--- src/cle_pkg.sv ---
// ============================================================
// Shared constants of the configurable logic engine.
package cle_pkg;

  // ============================================================
  // Timing: one evaluation pass every two milliseconds.
  localparam int unsigned CLK_NS = 8;
  localparam int unsigned TICK_NS = 2000000;
  localparam int unsigned TICK_CYC = TICK_NS / CLK_NS;
  localparam logic [15:0] TICK_MS = 16'h0002;

  // ============================================================
  // Register offsets (byte addresses of 32-bit words).
  localparam logic [7:0] A_CTRL = 8'h00;
  localparam logic [7:0] A_STAT = 8'h04;
  localparam logic [7:0] A_CNT = 8'h08;
  localparam logic [7:0] A_GSEL = 8'h10;
  localparam logic [7:0] A_GMODE = 8'h30;
  localparam logic [7:0] A_LATCH = 8'h50;
  localparam logic [7:0] A_PDCFG = 8'h54;
  localparam logic [7:0] A_PDDLY = 8'h58;
  localparam logic [7:0] A_SRCFG = 8'h5c;
  localparam logic [7:0] A_SRDLY = 8'h60;
  localparam logic [7:0] A_CTCFG = 8'h64;
  localparam logic [7:0] A_CTTHR = 8'h68;
  localparam logic [7:0] A_OSEL = 8'h70;
  localparam logic [7:0] A_SLOT_MASK = 8'he0;
  localparam logic [31:0] CTRL_RST = 32'h0000_0001;

  // ============================================================
  // Gate mode word fields.
  localparam int unsigned GM_INV_LO = 2;
  localparam int unsigned GM_OUT_INV = 6;

  // ============================================================
  // Flag and primitive output indices seen by every select field.
  localparam logic [6:0] F_NONE = 7'h00;
  localparam logic [6:0] F_USER_FIRST = 7'h19;
  localparam logic [6:0] F_USER_LAST = 7'h20;
  localparam logic [6:0] F_TRIP = 7'h21;
  localparam logic [6:0] P_GATE = 7'h40;
  localparam logic [6:0] P_LATCH = 7'h48;
  localparam logic [6:0] P_PDT = 7'h49;
  localparam logic [6:0] P_SRX = 7'h4a;
  localparam logic [6:0] P_SRC = 7'h4b;
  localparam logic [6:0] P_CNT = 7'h4c;

  typedef enum logic [1:0] {CLE_AND, CLE_OR, CLE_NOT} cle_gate_t;

endpackage : cle_pkg

--- src/cle_engine.sv ---
// Notes on behaviour
// - The whole network is evaluated once per tick, every 2 ms.
// - Each gate in series adds one tick of latency.
// - A flag routed straight to a contact bypasses the tick.
// - Trip flag 33 through one gate gains at most one tick.
// - Gates are AND, OR or NOT with up to four inputs.
// - Every gate input can be inverted on its own.
// - Every gate output can be inverted.
// - The latch takes data while strobe is high, ignores it when low.
// - The latch output shows the stored bit.
// - Pickup timer output rises after input high for the pickup time.
// - A falling input clears accumulated pickup time at once.
// - Output holds while input high, then for the dropout time.
// - Dropout timing finishes even if the input returns high.
// - Pickup and dropout run independently of each other.
// - Delay timer comes out of reset idle with both outputs low.
// - Set starts timing and drops both outputs; at the delay expired rises.
// - A rising reset while idle drives both outputs low.
// - Each rising count input adds exactly one, up to 65535, unless a reset edge comes in the same pass.
// - Counter output is high when count reaches the threshold.
// - A rising counter reset input clears the count.
`timescale 1ns/1ns
module cle_engine #(
  parameter int unsigned TICK_CYCLES = cle_pkg::TICK_CYC,
  parameter int unsigned NG = 4,
  parameter int unsigned NO = 4
) (
  input wire logic CLOCK,
  input wire logic RST,
  input wire logic [7:0] ADDR,
  input wire logic [31:0] WDATA,
  input wire logic WR,
  input wire logic RD,
  output logic [31:0] RDATA,
  input wire logic [63:0] FLAGS,
  input wire logic [7:0] USER_IN,
  output logic [NO-1:0] CONTACT
);

  // ============================================================
  // State.
  localparam int unsigned TW = $clog2(TICK_CYCLES + 1);
  localparam logic [TW-1:0] TLAST = TW'(TICK_CYCLES - 1);

  typedef struct packed {
    logic [7:0] u1;
    logic [7:0] u2;
    logic [TW-1:0] tdiv;
    logic [31:0] ctrl;
    logic [NG-1:0][31:0] gsel;
    logic [NG-1:0][7:0] gmode;
    logic [NG-1:0] gate;
    logic [15:0] lcfg;
    logic q;
    logic [15:0] pcfg;
    logic [31:0] pdly;
    logic [15:0] pu;
    logic [15:0] dcnt;
    logic drop;
    logic pout;
    logic [15:0] scfg;
    logic [15:0] sdly;
    logic [15:0] scnt;
    logic stim;
    logic so;
    logic ro;
    logic s_prev;
    logic r_prev;
    logic [15:0] ccfg;
    logic [15:0] cthr;
    logic [15:0] cnt;
    logic cs_prev;
    logic cr_prev;
    logic [NO-1:0][7:0] osel;
    logic [NO-1:0] contact;
    logic [31:0] rdata;
  } cle_state_t;

  cle_state_t st_r;
  cle_state_t st_nxt;
  logic [127:0] sig;
  logic tick;

  // ============================================================
  // Helpers.

  // Unused inputs (select zero) drop out, so a two-input AND works.
  function automatic logic cle_gate(logic [3:0] v, logic [3:0] used,
                                    logic [7:0] mode);
    logic [3:0] x;
    logic r;
    x = v ^ mode[cle_pkg::GM_INV_LO +: 4];
    unique case (mode[1:0])
      cle_pkg::CLE_AND: r = &(x | ~used);
      cle_pkg::CLE_OR: r = |(x & used);
      cle_pkg::CLE_NOT: r = ~x[0];
      default: r = 1'b0;
    endcase
    return r ^ mode[cle_pkg::GM_OUT_INV];
  endfunction : cle_gate

  // Saturating millisecond accumulator, so a long hold never wraps.
  function automatic logic [15:0] cle_inc(logic [15:0] a);
    logic [16:0] s;
    s = {1'b0, a} + {1'b0, cle_pkg::TICK_MS};
    return s[16] ? 16'hffff : s[15:0];
  endfunction : cle_inc

  // Word index of an address within a bank that starts at base. An address
  // below the bank wraps to a large index, so one compare bounds both ends.
  function automatic int unsigned cle_slot(logic [7:0] a, logic [7:0] base);
    logic [7:0] d;
    d = a - base;
    return 32'(d[7:2]);
  endfunction : cle_slot

  // ============================================================
  // Signal space: flags 0..63, primitive outputs from 64 upward.
  // Index 0 always reads low; user inputs replace flags 25..32.
  always_comb begin
    sig = '0;
    sig[63:1] = FLAGS[63:1];
    sig[cle_pkg::F_USER_FIRST +: 8] = st_r.u2;
    sig[cle_pkg::P_GATE +: NG] = st_r.gate;
    sig[cle_pkg::P_LATCH] = st_r.q;
    sig[cle_pkg::P_PDT] = st_r.pout;
    sig[cle_pkg::P_SRX] = st_r.so;
    sig[cle_pkg::P_SRC] = st_r.ro;
    sig[cle_pkg::P_CNT] = st_r.cnt >= st_r.cthr;
  end

  assign tick = (st_r.tdiv == TLAST) && st_r.ctrl[0];

  // ============================================================
  // Next state.
  always_comb begin
    logic [3:0] gv;
    logic [3:0] gu;
    logic pin;
    logic srs;
    logic srr;
    logic cs;
    logic cr;
    logic [15:0] pu_n;
    logic [31:0] rd;
    int unsigned kg;
    int unsigned km;
    int unsigned ko;
    gv = '0;
    gu = '0;
    pu_n = '0;
    rd = '0;
    kg = cle_slot(ADDR, cle_pkg::A_GSEL);
    km = cle_slot(ADDR, cle_pkg::A_GMODE);
    ko = cle_slot(ADDR, cle_pkg::A_OSEL);
    st_nxt = st_r;
    // Pins are asynchronous; two stages before anything reads them.
    st_nxt.u1 = USER_IN;
    st_nxt.u2 = st_r.u1;
    st_nxt.tdiv = (st_r.tdiv == TLAST) ? '0 : st_r.tdiv + TW'(1);
    pin = sig[st_r.pcfg[6:0]];
    srs = sig[st_r.scfg[6:0]];
    srr = sig[st_r.scfg[14:8]];
    cs = sig[st_r.ccfg[6:0]];
    cr = sig[st_r.ccfg[14:8]];

    // Every primitive reads the previous pass, so each stage of a chain
    // adds one tick; the trip flag through one gate gains at most one tick.
    if (tick) begin
      for (int g = 0; g < NG; g++) begin
        for (int i = 0; i < 4; i++) begin
          gv[i] = sig[st_r.gsel[g][8*i +: 7]];
          gu[i] = st_r.gsel[g][8*i +: 7] != cle_pkg::F_NONE;
        end
        st_nxt.gate[g] = cle_gate(gv, gu, st_r.gmode[g]);
      end

      // Transparent latch sampled once per pass.
      if (sig[st_r.lcfg[14:8]]) begin
        st_nxt.q = sig[st_r.lcfg[6:0]];
      end

      // Pickup/dropout timer: pickup clears on any low input.
      pu_n = pin ? cle_inc(st_r.pu) : '0;
      st_nxt.pu = pu_n;
      if (st_r.drop) begin
        st_nxt.dcnt = cle_inc(st_r.dcnt);
        if (st_nxt.dcnt >= st_r.pdly[31:16]) begin
          st_nxt.drop = 1'b0;
        end
      end else if (st_r.pout && !pin) begin
        st_nxt.drop = 1'b1;
        st_nxt.dcnt = '0;
      end
      // Pickup keeps counting during dropout, independently.
      st_nxt.pout = st_nxt.drop ||
                    (pin && pu_n >= st_r.pdly[15:0]);

      // Set/reset pickup delay timer.
      st_nxt.s_prev = srs;
      st_nxt.r_prev = srr;
      if (st_r.stim) begin
        if (srr) begin
          st_nxt.stim = 1'b0;
          st_nxt.ro = 1'b1;
          st_nxt.so = 1'b0;
        end else begin
          st_nxt.scnt = cle_inc(st_r.scnt);
          if (st_nxt.scnt >= st_r.sdly) begin
            st_nxt.stim = 1'b0;
            st_nxt.so = 1'b1;
            st_nxt.ro = 1'b0;
          end
        end
      end else if (srr && !st_r.r_prev) begin
        // Only a rising reset clears an idle timer, so a reset still held
        // after an abort leaves the cleared output up.
        st_nxt.so = 1'b0;
        st_nxt.ro = 1'b0;
      end else if (srs && !st_r.s_prev) begin
        st_nxt.stim = 1'b1;
        st_nxt.scnt = '0;
        st_nxt.so = 1'b0;
        st_nxt.ro = 1'b0;
      end else if (!srs) begin
        st_nxt.so = 1'b0;
      end

      // Counter: reset edge wins over a count edge in the same pass.
      st_nxt.cs_prev = cs;
      st_nxt.cr_prev = cr;
      if (cr && !st_r.cr_prev) begin
        st_nxt.cnt = '0;
      end else if (cs && !st_r.cs_prev && st_r.cnt != 16'hffff) begin
        st_nxt.cnt = st_r.cnt + 16'h0001;
      end
    end

    // Contacts follow their source every clock, not every tick.
    for (int j = 0; j < NO; j++) begin
      st_nxt.contact[j] = sig[st_r.osel[j][6:0]];
    end

    // Register writes.
    if (WR) begin
      if (kg < NG) begin
        st_nxt.gsel[kg] = WDATA;
      end
      if (km < NG) begin
        st_nxt.gmode[km] = WDATA[7:0];
      end
      if (ko < NO) begin
        st_nxt.osel[ko] = WDATA[7:0];
      end
      unique case (ADDR)
        cle_pkg::A_CTRL: st_nxt.ctrl = {31'h0, WDATA[0]};
        cle_pkg::A_LATCH: st_nxt.lcfg = WDATA[15:0];
        cle_pkg::A_PDCFG: st_nxt.pcfg = WDATA[15:0];
        cle_pkg::A_PDDLY: st_nxt.pdly = WDATA;
        cle_pkg::A_SRCFG: st_nxt.scfg = WDATA[15:0];
        cle_pkg::A_SRDLY: st_nxt.sdly = WDATA[15:0];
        cle_pkg::A_CTCFG: st_nxt.ccfg = WDATA[15:0];
        cle_pkg::A_CTTHR: st_nxt.cthr = WDATA[15:0];
        default: ;
      endcase
    end

    // Register reads; unmapped words read zero.
    if (kg < NG) begin
      rd = st_r.gsel[kg];
    end else if (km < NG) begin
      rd = {24'h0, st_r.gmode[km]};
    end else if (ko < NO) begin
      rd = {24'h0, st_r.osel[ko]};
    end else begin
      unique case (ADDR)
        cle_pkg::A_CTRL: rd = st_r.ctrl;
        cle_pkg::A_STAT: rd = {16'h0, 3'h0, sig[cle_pkg::P_CNT],
                               st_r.ro, st_r.so, st_r.pout, st_r.q,
                               8'(st_r.gate)};
        cle_pkg::A_CNT: rd = {16'h0, st_r.cnt};
        cle_pkg::A_LATCH: rd = {16'h0, st_r.lcfg};
        cle_pkg::A_PDCFG: rd = {16'h0, st_r.pcfg};
        cle_pkg::A_PDDLY: rd = st_r.pdly;
        cle_pkg::A_SRCFG: rd = {16'h0, st_r.scfg};
        cle_pkg::A_SRDLY: rd = {16'h0, st_r.sdly};
        cle_pkg::A_CTCFG: rd = {16'h0, st_r.ccfg};
        cle_pkg::A_CTTHR: rd = {16'h0, st_r.cthr};
        default: rd = '0;
      endcase
    end
    st_nxt.rdata = RD ? rd : '0;
  end

  // ============================================================
  // The single state register.
  always_ff @(posedge CLOCK or posedge RST) begin
    if (RST) begin
      st_r <= '0;
      st_r.ctrl <= cle_pkg::CTRL_RST;
    end else begin
      st_r <= st_nxt;
    end
  end

  assign RDATA = st_r.rdata;
  assign CONTACT = st_r.contact;

  logic pin_c;
  logic srs_c;
  logic srr_c;
  logic cs_c;
  logic cr_c;
  assign pin_c = sig[st_r.pcfg[6:0]];
  assign srs_c = sig[st_r.scfg[6:0]];
  assign srr_c = sig[st_r.scfg[14:8]];
  assign cs_c = sig[st_r.ccfg[6:0]];
  assign cr_c = sig[st_r.ccfg[14:8]];
  logic dir0_c;
  logic lat_d_c;
  assign dir0_c = sig[st_r.osel[0][6:0]];
  assign lat_d_c = sig[st_r.lcfg[6:0]];
endmodule : cle_engine

--- config.mk ---
export PLATFORM = sky130hd
export DESIGN_NAME = cle_engine
export DESIGN_NICKNAME = d
export VERILOG_FILES = /design/src/cle_pkg.sv /design/src/cle_engine.sv
export SDC_FILE = /design/constraint.sdc
export NUM_CORES = 2
export LEC_CHECK = 0
export BUFFER_PORTS_ARGS = -buffer_cell sky130_fd_sc_hd__buf_2
export CAP_MARGIN = 20
export CELL_PAD_IN_SITES_DETAIL_PLACEMENT = 1
export CELL_PAD_IN_SITES_GLOBAL_PLACEMENT = 2
export CORE_UTILIZATION = 35
export CTS_BUF_LIST = sky130_fd_sc_hd__clkbuf_16
export DETAILED_ROUTE_END_ITERATION = 8
export PLACE_DENSITY = 0.71
export SYNTH_ARGS = -nofsm -noshare
export SYNTH_HDL_FRONTEND = slang
export SYNTH_SLANG_ARGS = --single-unit
--- constraint.sdc ---
create_clock -name CLOCK -period 19.5 [get_ports CLOCK]
set_clock_uncertainty 0.15 [all_clocks]
set_input_delay 0.975 -clock CLOCK [delete_from_list [all_inputs] [get_ports CLOCK]]
set_output_delay 0.975 -clock CLOCK [all_outputs]
set_load 0.05 [all_outputs]
Word-level counts from Yosys, hierarchy flattened
Cells that the tools add are included.
Storage, ports and cells
  register bits after elaboration: 469
  bits of input ports: 116
  output and inout bits: 36
  word-level logic and storage cells: 305
Operators by class
  $add $sub $neg: 8
  magnitude comparators: 40
  eq/ne operators: 24
  mux-type cells: 103
  bitwise operators: 24
  reductions and logical operators: 66
Operator list (count)
  one-hot mux 32 bit (10 select lines): 1
  < comparator 7 x 8 -> 1 bit, second input constant: 27
  2-to-1 mux 32 bit: 6
  binary-select mux 1 bit (select 7 bit): 27
  bitwise mux 128 bit: 1
  2-to-1 mux 16 bit: 7
  nonzero test 7 bit: 16
  2-to-1 mux 17 bit: 5
  binary-select mux 32 bit (select 2 bit): 1
  bitwise mux 32 bit: 2
  demux 32 bit (select 2 bit): 1
  >= comparator 16 bit: 4
  equality test 8 x 7 -> 1 bit, second input constant: 7
  adder 16 x 2 -> 17 bit, second input constant: 3
  < comparator 6 x 3 -> 1 bit, second input constant: 6
  2-to-1 mux 1 bit: 35
  binary-select mux 8 bit (select 2 bit): 2
  demux 8 bit (select 2 bit): 2
  2-to-1 mux 8 bit: 4
  AND reduction 2 bit: 14
  AND reduction 4 bit: 5
  2-to-1 mux 19 bit: 1
  adder 18 x 1 -> 18 bit, second input constant: 1
  equality test 18 bit, second input constant: 1
  other kinds (33): 86

Logic depth before layout (Yosys ltp)
  word-level depth: 9
  gate-level depth with buffers: 23
  mapped depth without buffers: 22

Least setup slack after synthesis
Ideal clock, no wire load.
  path kind: input to register
  from: input FLAGS[2]
  to: register st_r, in the netlist sig[73]
  library setup time: 0.136 ns
  arrival: 4.640 ns
  data required time: 19.214 ns
  slack: 14.574 ns
  stages: 20
  buffers on the path: 2
  path through: clkbuf_1 -> mux4_2 -> mux4_2 -> mux4_2 -> nor2_1 -> a21oi_1 -> clkbuf_1 -> o21ai_0 -> ha_1 -> nand2b_1 -> a21o_1 -> a21o_1 -> a21o_1 -> a21o_1 -> a21o_1 -> a21o_1 -> a21oi_1 -> o31ai_1 -> a32oi_1 -> o21ai_0
Between the ends
  word-level cells in the longest chain between the ends: 8
  elaborated cells on any way between the ends: 11
  classes of those cells: order compare (1); mux (6); reduce/logical (4)
RTL lines
  start: declaration: line cle_engine.sv:35  | input wire logic [63:0] FLAGS,
  binary-select mux 1 bit (select 7 bit) *
  2-to-1 mux 1 bit (not written as such) *: line cle_engine.sv:161  | pin = sig[st_r.pcfg[6:0]];
  parallel branches: the longest is 5 deep, another holds >= comparator 16 bit
  logical OR 1 bit *: line cle_engine.sv:196  | st_nxt.pout = st_nxt.drop ||
  end signal: assignment: line cle_engine.sv:302  | st_r <= st_nxt;
  end: declaration: line cle_engine.sv:79  | cle_state_t st_r;
Mark *: on every way between the ends. The select of a mux whose other input is x is not followed.
A chain may end at the register's enable or synchronous reset.

Final worst setup path
  from: register st_r[85] in the netlist's numbering
  to: register st_r, in the netlist sig[73]
Between the ends
  word-level cells in the longest chain between the ends: 9
  elaborated cells on any way between the ends: 12
  classes of those cells: order compare (2); mux (6); reduce/logical (4)
RTL lines
  >= comparator 16 bit *: line cle_engine.sv:129  | sig[cle_pkg::P_CNT] = st_r.cnt >= st_r.cthr;
  binary-select mux 1 bit (select 7 bit) *
  2-to-1 mux 1 bit (not written as such) *: line cle_engine.sv:161
  parallel branches: the longest is 5 deep, another holds >= comparator 16 bit
  logical OR 1 bit *: line cle_engine.sv:196
Marked as above.

==> flow_summary.ini <==
[clock_tree]
cts_sinks = 469
clk_path_buf_depth = 3
clk_latency_ns = 0.68
clkTransAtPathRegs_ns = 0.06
cts_tree = done
hold_buffers = 0
cts_max_level = 2
cts_root_buf = clkbuf_16
post-cts-setup-buffers = 0
cts_resized = 0
cts_made_buffers = 57

[grt]
grt_pass1_wl_mm = 263
use_met2_pct = 44.2
antenna_found_initial = 13
grt_usage_pct = 31.0
grt_pass1_vias = 34700
grt_overflow = 0
grt_max_degree = 96
busiest_layer = met2
met1_usage_pct = 42.3
use_met3_pct = 9.94

[layout]
final.fill_count = 12500
fin_util_pct = 38.4
nNetsFinal = 3608
syn_to_final_growth_pct = 9.02
drive_gt1_share_pct = 36.9

[place]
numPortBuffers = 142
dp_slack_ns = 13.34
place.gp.congestion = 0.930
dp_hpwl_mm = 113

[sta]
slew_viol_final = 0
slew_headroom_pct = 20.9
setup_viol = 0
hold_slack_ns = 0.198
setup_tns_ns = 0
worstMarginPinSlew_ns = 1.18
rsz0062_at_grt = false
worst_slack_ns = 13.29
fmax_mhz = 161
min_period_ns = 6.21
finalCritPeriodShare_pct = 31.8
hold_violations = 0

[drt]
routed-via-count = 35200
wl_mm = 185
dr.pass1.iters = 6
drtAntennaViolNets = 0
drc = 0
wl_per_cell_um = 36.9
drt-vias-per-instance = 7.03
drt_iter0_drc = 4761

[synthesis]
ys.flop_type = dfrtp_1
synth_top_area_share_pct = 28.8
synth_seq_area_share_pct = 28.7
synth-edff-count = 0
syn_area_per_cell_um2 = 11.5
synth_cell_type_count = 85
synth_warnings = 0
ys_async_sr_fraction_pct = 100
synth_common_cells = mux4_2 (524), dfrtp_1 (468), mux2_2 (351)
synth_top_area_cell = mux4_2
synthTopCellsByArea = mux4_2 (29%), dfrtp_1 (29%), mux2_2 (9.7%)
syn_inst = 3556
syn_area_um2 = 40900
ys_ff_latch = 469
yosysMostFrequentCell = mux4_2
syn_nets = 3741

[setup_path]
cpPeakStageDelay_ns = 0.57
worstPathRequired_ns = 19.87
critPathLaunchType = flip-flop
worstPathCellList = ha_1 -> nand4_1 -> or4_1 -> o32a_1 -> buf_4 -> nand2_1 -> buf_4 -> a31oi_1 -> or3_1 -> a21oi_2 -> buf_4 -> a21boi_0 -> ha_1 -> a21o_1 -> a21o_1 -> a21o_1 -> a21o_1 -> a21o_1 -> a21o_1 -> a21oi_1 -> o31ai_1 -> buf_4 -> a32oi_1 -> o21ai_0
critical_path.slowest_cell = or4_1
endpoint_kind = flip-flop
cpMostUsedCell = a21o_1
arrival_ns = 6.58
cp_max_fo = 22
crit_type = flip-flop to flip-flop

[die]
die_h_um = 344
ios = 152
fp.dieW_um = 344
dieArea_um2 = 118000
initial_core_util_pct = 35.3
fp.coreArea_um2 = 116000
row_count = 125

[run_status]
status = finished, final reports clean

[pwr]
finalPower_uw = 3420
pwr_density_cell_nw_per_um2 = 76.6
irDropWorstVdd_mv = 0.0637
leakage_uw = 0.0174

[job]
maxCapViolations = 0

[worst_hold_path]
hp-class = flip-flop to flip-flop
-- routing by layer --
metal / up-vias / wire length [um] / part of all wire (%)
met4: 8 / 10200 / 5.5
met2: 2606 / 78000 / 42
li1: 13500 / - / -
met1: 18400 / 72800 / 39
met5: - / 46 / 0.025
met3: 575 / 23600 / 13
-- registers in the layout, summed over array words and instances (netlist names) --
register	cells
st_nxt	8
st_r	409
sig	16
CONTACT	4
RDATA	32
-- kinds of logic (layout without fill, tap and decap cells) --
family	count (synthesis)	count (layout)	share of synthesized area [%]
other	0	5	0
AO/OA/AOI/OAI	580	580	9.72
multiplexers	1035	1035	42.8
adder cells (fa/ha/maj)	69	69	2.11
XOR/XNOR	59	59	1.28
buffers and inverters	593	507	6.13
flip-flops	469	469	28.7
AND/OR/NAND/NOR	751	751	9.28
-- worst paths after layout --
check,from,end,slack (ns),cells after the start
worst max-delay path,st_r[85],sig[73],13.29,24
worst min-delay path,st_nxt[489],sig[30],0.20,0
worst max register to register,st_r[85],sig[73],13.29,24
worst min register to register,st_nxt[489],sig[30],0.20,0
max in group asynchronous,RST,st_r[170],16.53,4
min in group asynchronous,RST,st_r[314],0.22,2
-- placed cells by master (no fill, tap or decap), drive strengths merged, types with 18 or more instances in the layout --
master	instances
xnor2	30
a31oi	49
a211oi	19
a22o	38
a21oi	100
inv	128
o21ai	123
xor2	29
nand2	198
mux4	534
and3	37
a221oi	27
clkinv	18
nand2b	33
mux2	351
mux2i	150
nor3	24
buf	292
a21o	39
nand3	73
nor2	175
ha	69
clkbuf	59
nand4	25
nor2b	60
dfrtp	468
a22oi	47
-- critical path, delay by kind of cell, from the launching register on --
kind | cells | cell delay [ns]
AND/OR/NAND/NOR | 4 | 1.26
buffers and inverters | 4 | 1.07
flip-flops | 1 | 0.45
adder cells (fa/ha/maj) | 2 | 0.66
AO/OA/AOI/OAI | 14 | 2.42
-- power by group --
group          total, uW  switching, uW  internal, uW
clock               1070            467           600
sequential          1250            204          1040
combinational       1100            570           530
total               3420           1240          2170
-- layout make-up --
type | count | area (um^2) | share of cell area (%)
clock inverters | 48 | 353 | 0.791
multi-input cells | 2494 | 26700 | 59.9
repair buffers | 293 | 2000 | 4.49
clock buffers | 58 | 1450 | 3.25
inverters | 108 | 413 | 0.925
flip-flops and latches | 469 | 11700 | 26.3
well taps | 1524 | 1910 | 4.27
diodes | 5 | 12.5 | 0.0280
-- metrics by stage --
step / instances / instance area (um^2)
floorplan: 3556 / 40900
global placement: 4877 / 42600
detailed placement: 4880 / 42600
CTS: 4986 / 44400
global route: 4994 / 44600
finish: 4999 / 44600
Power figures use the tool's default switching activity.
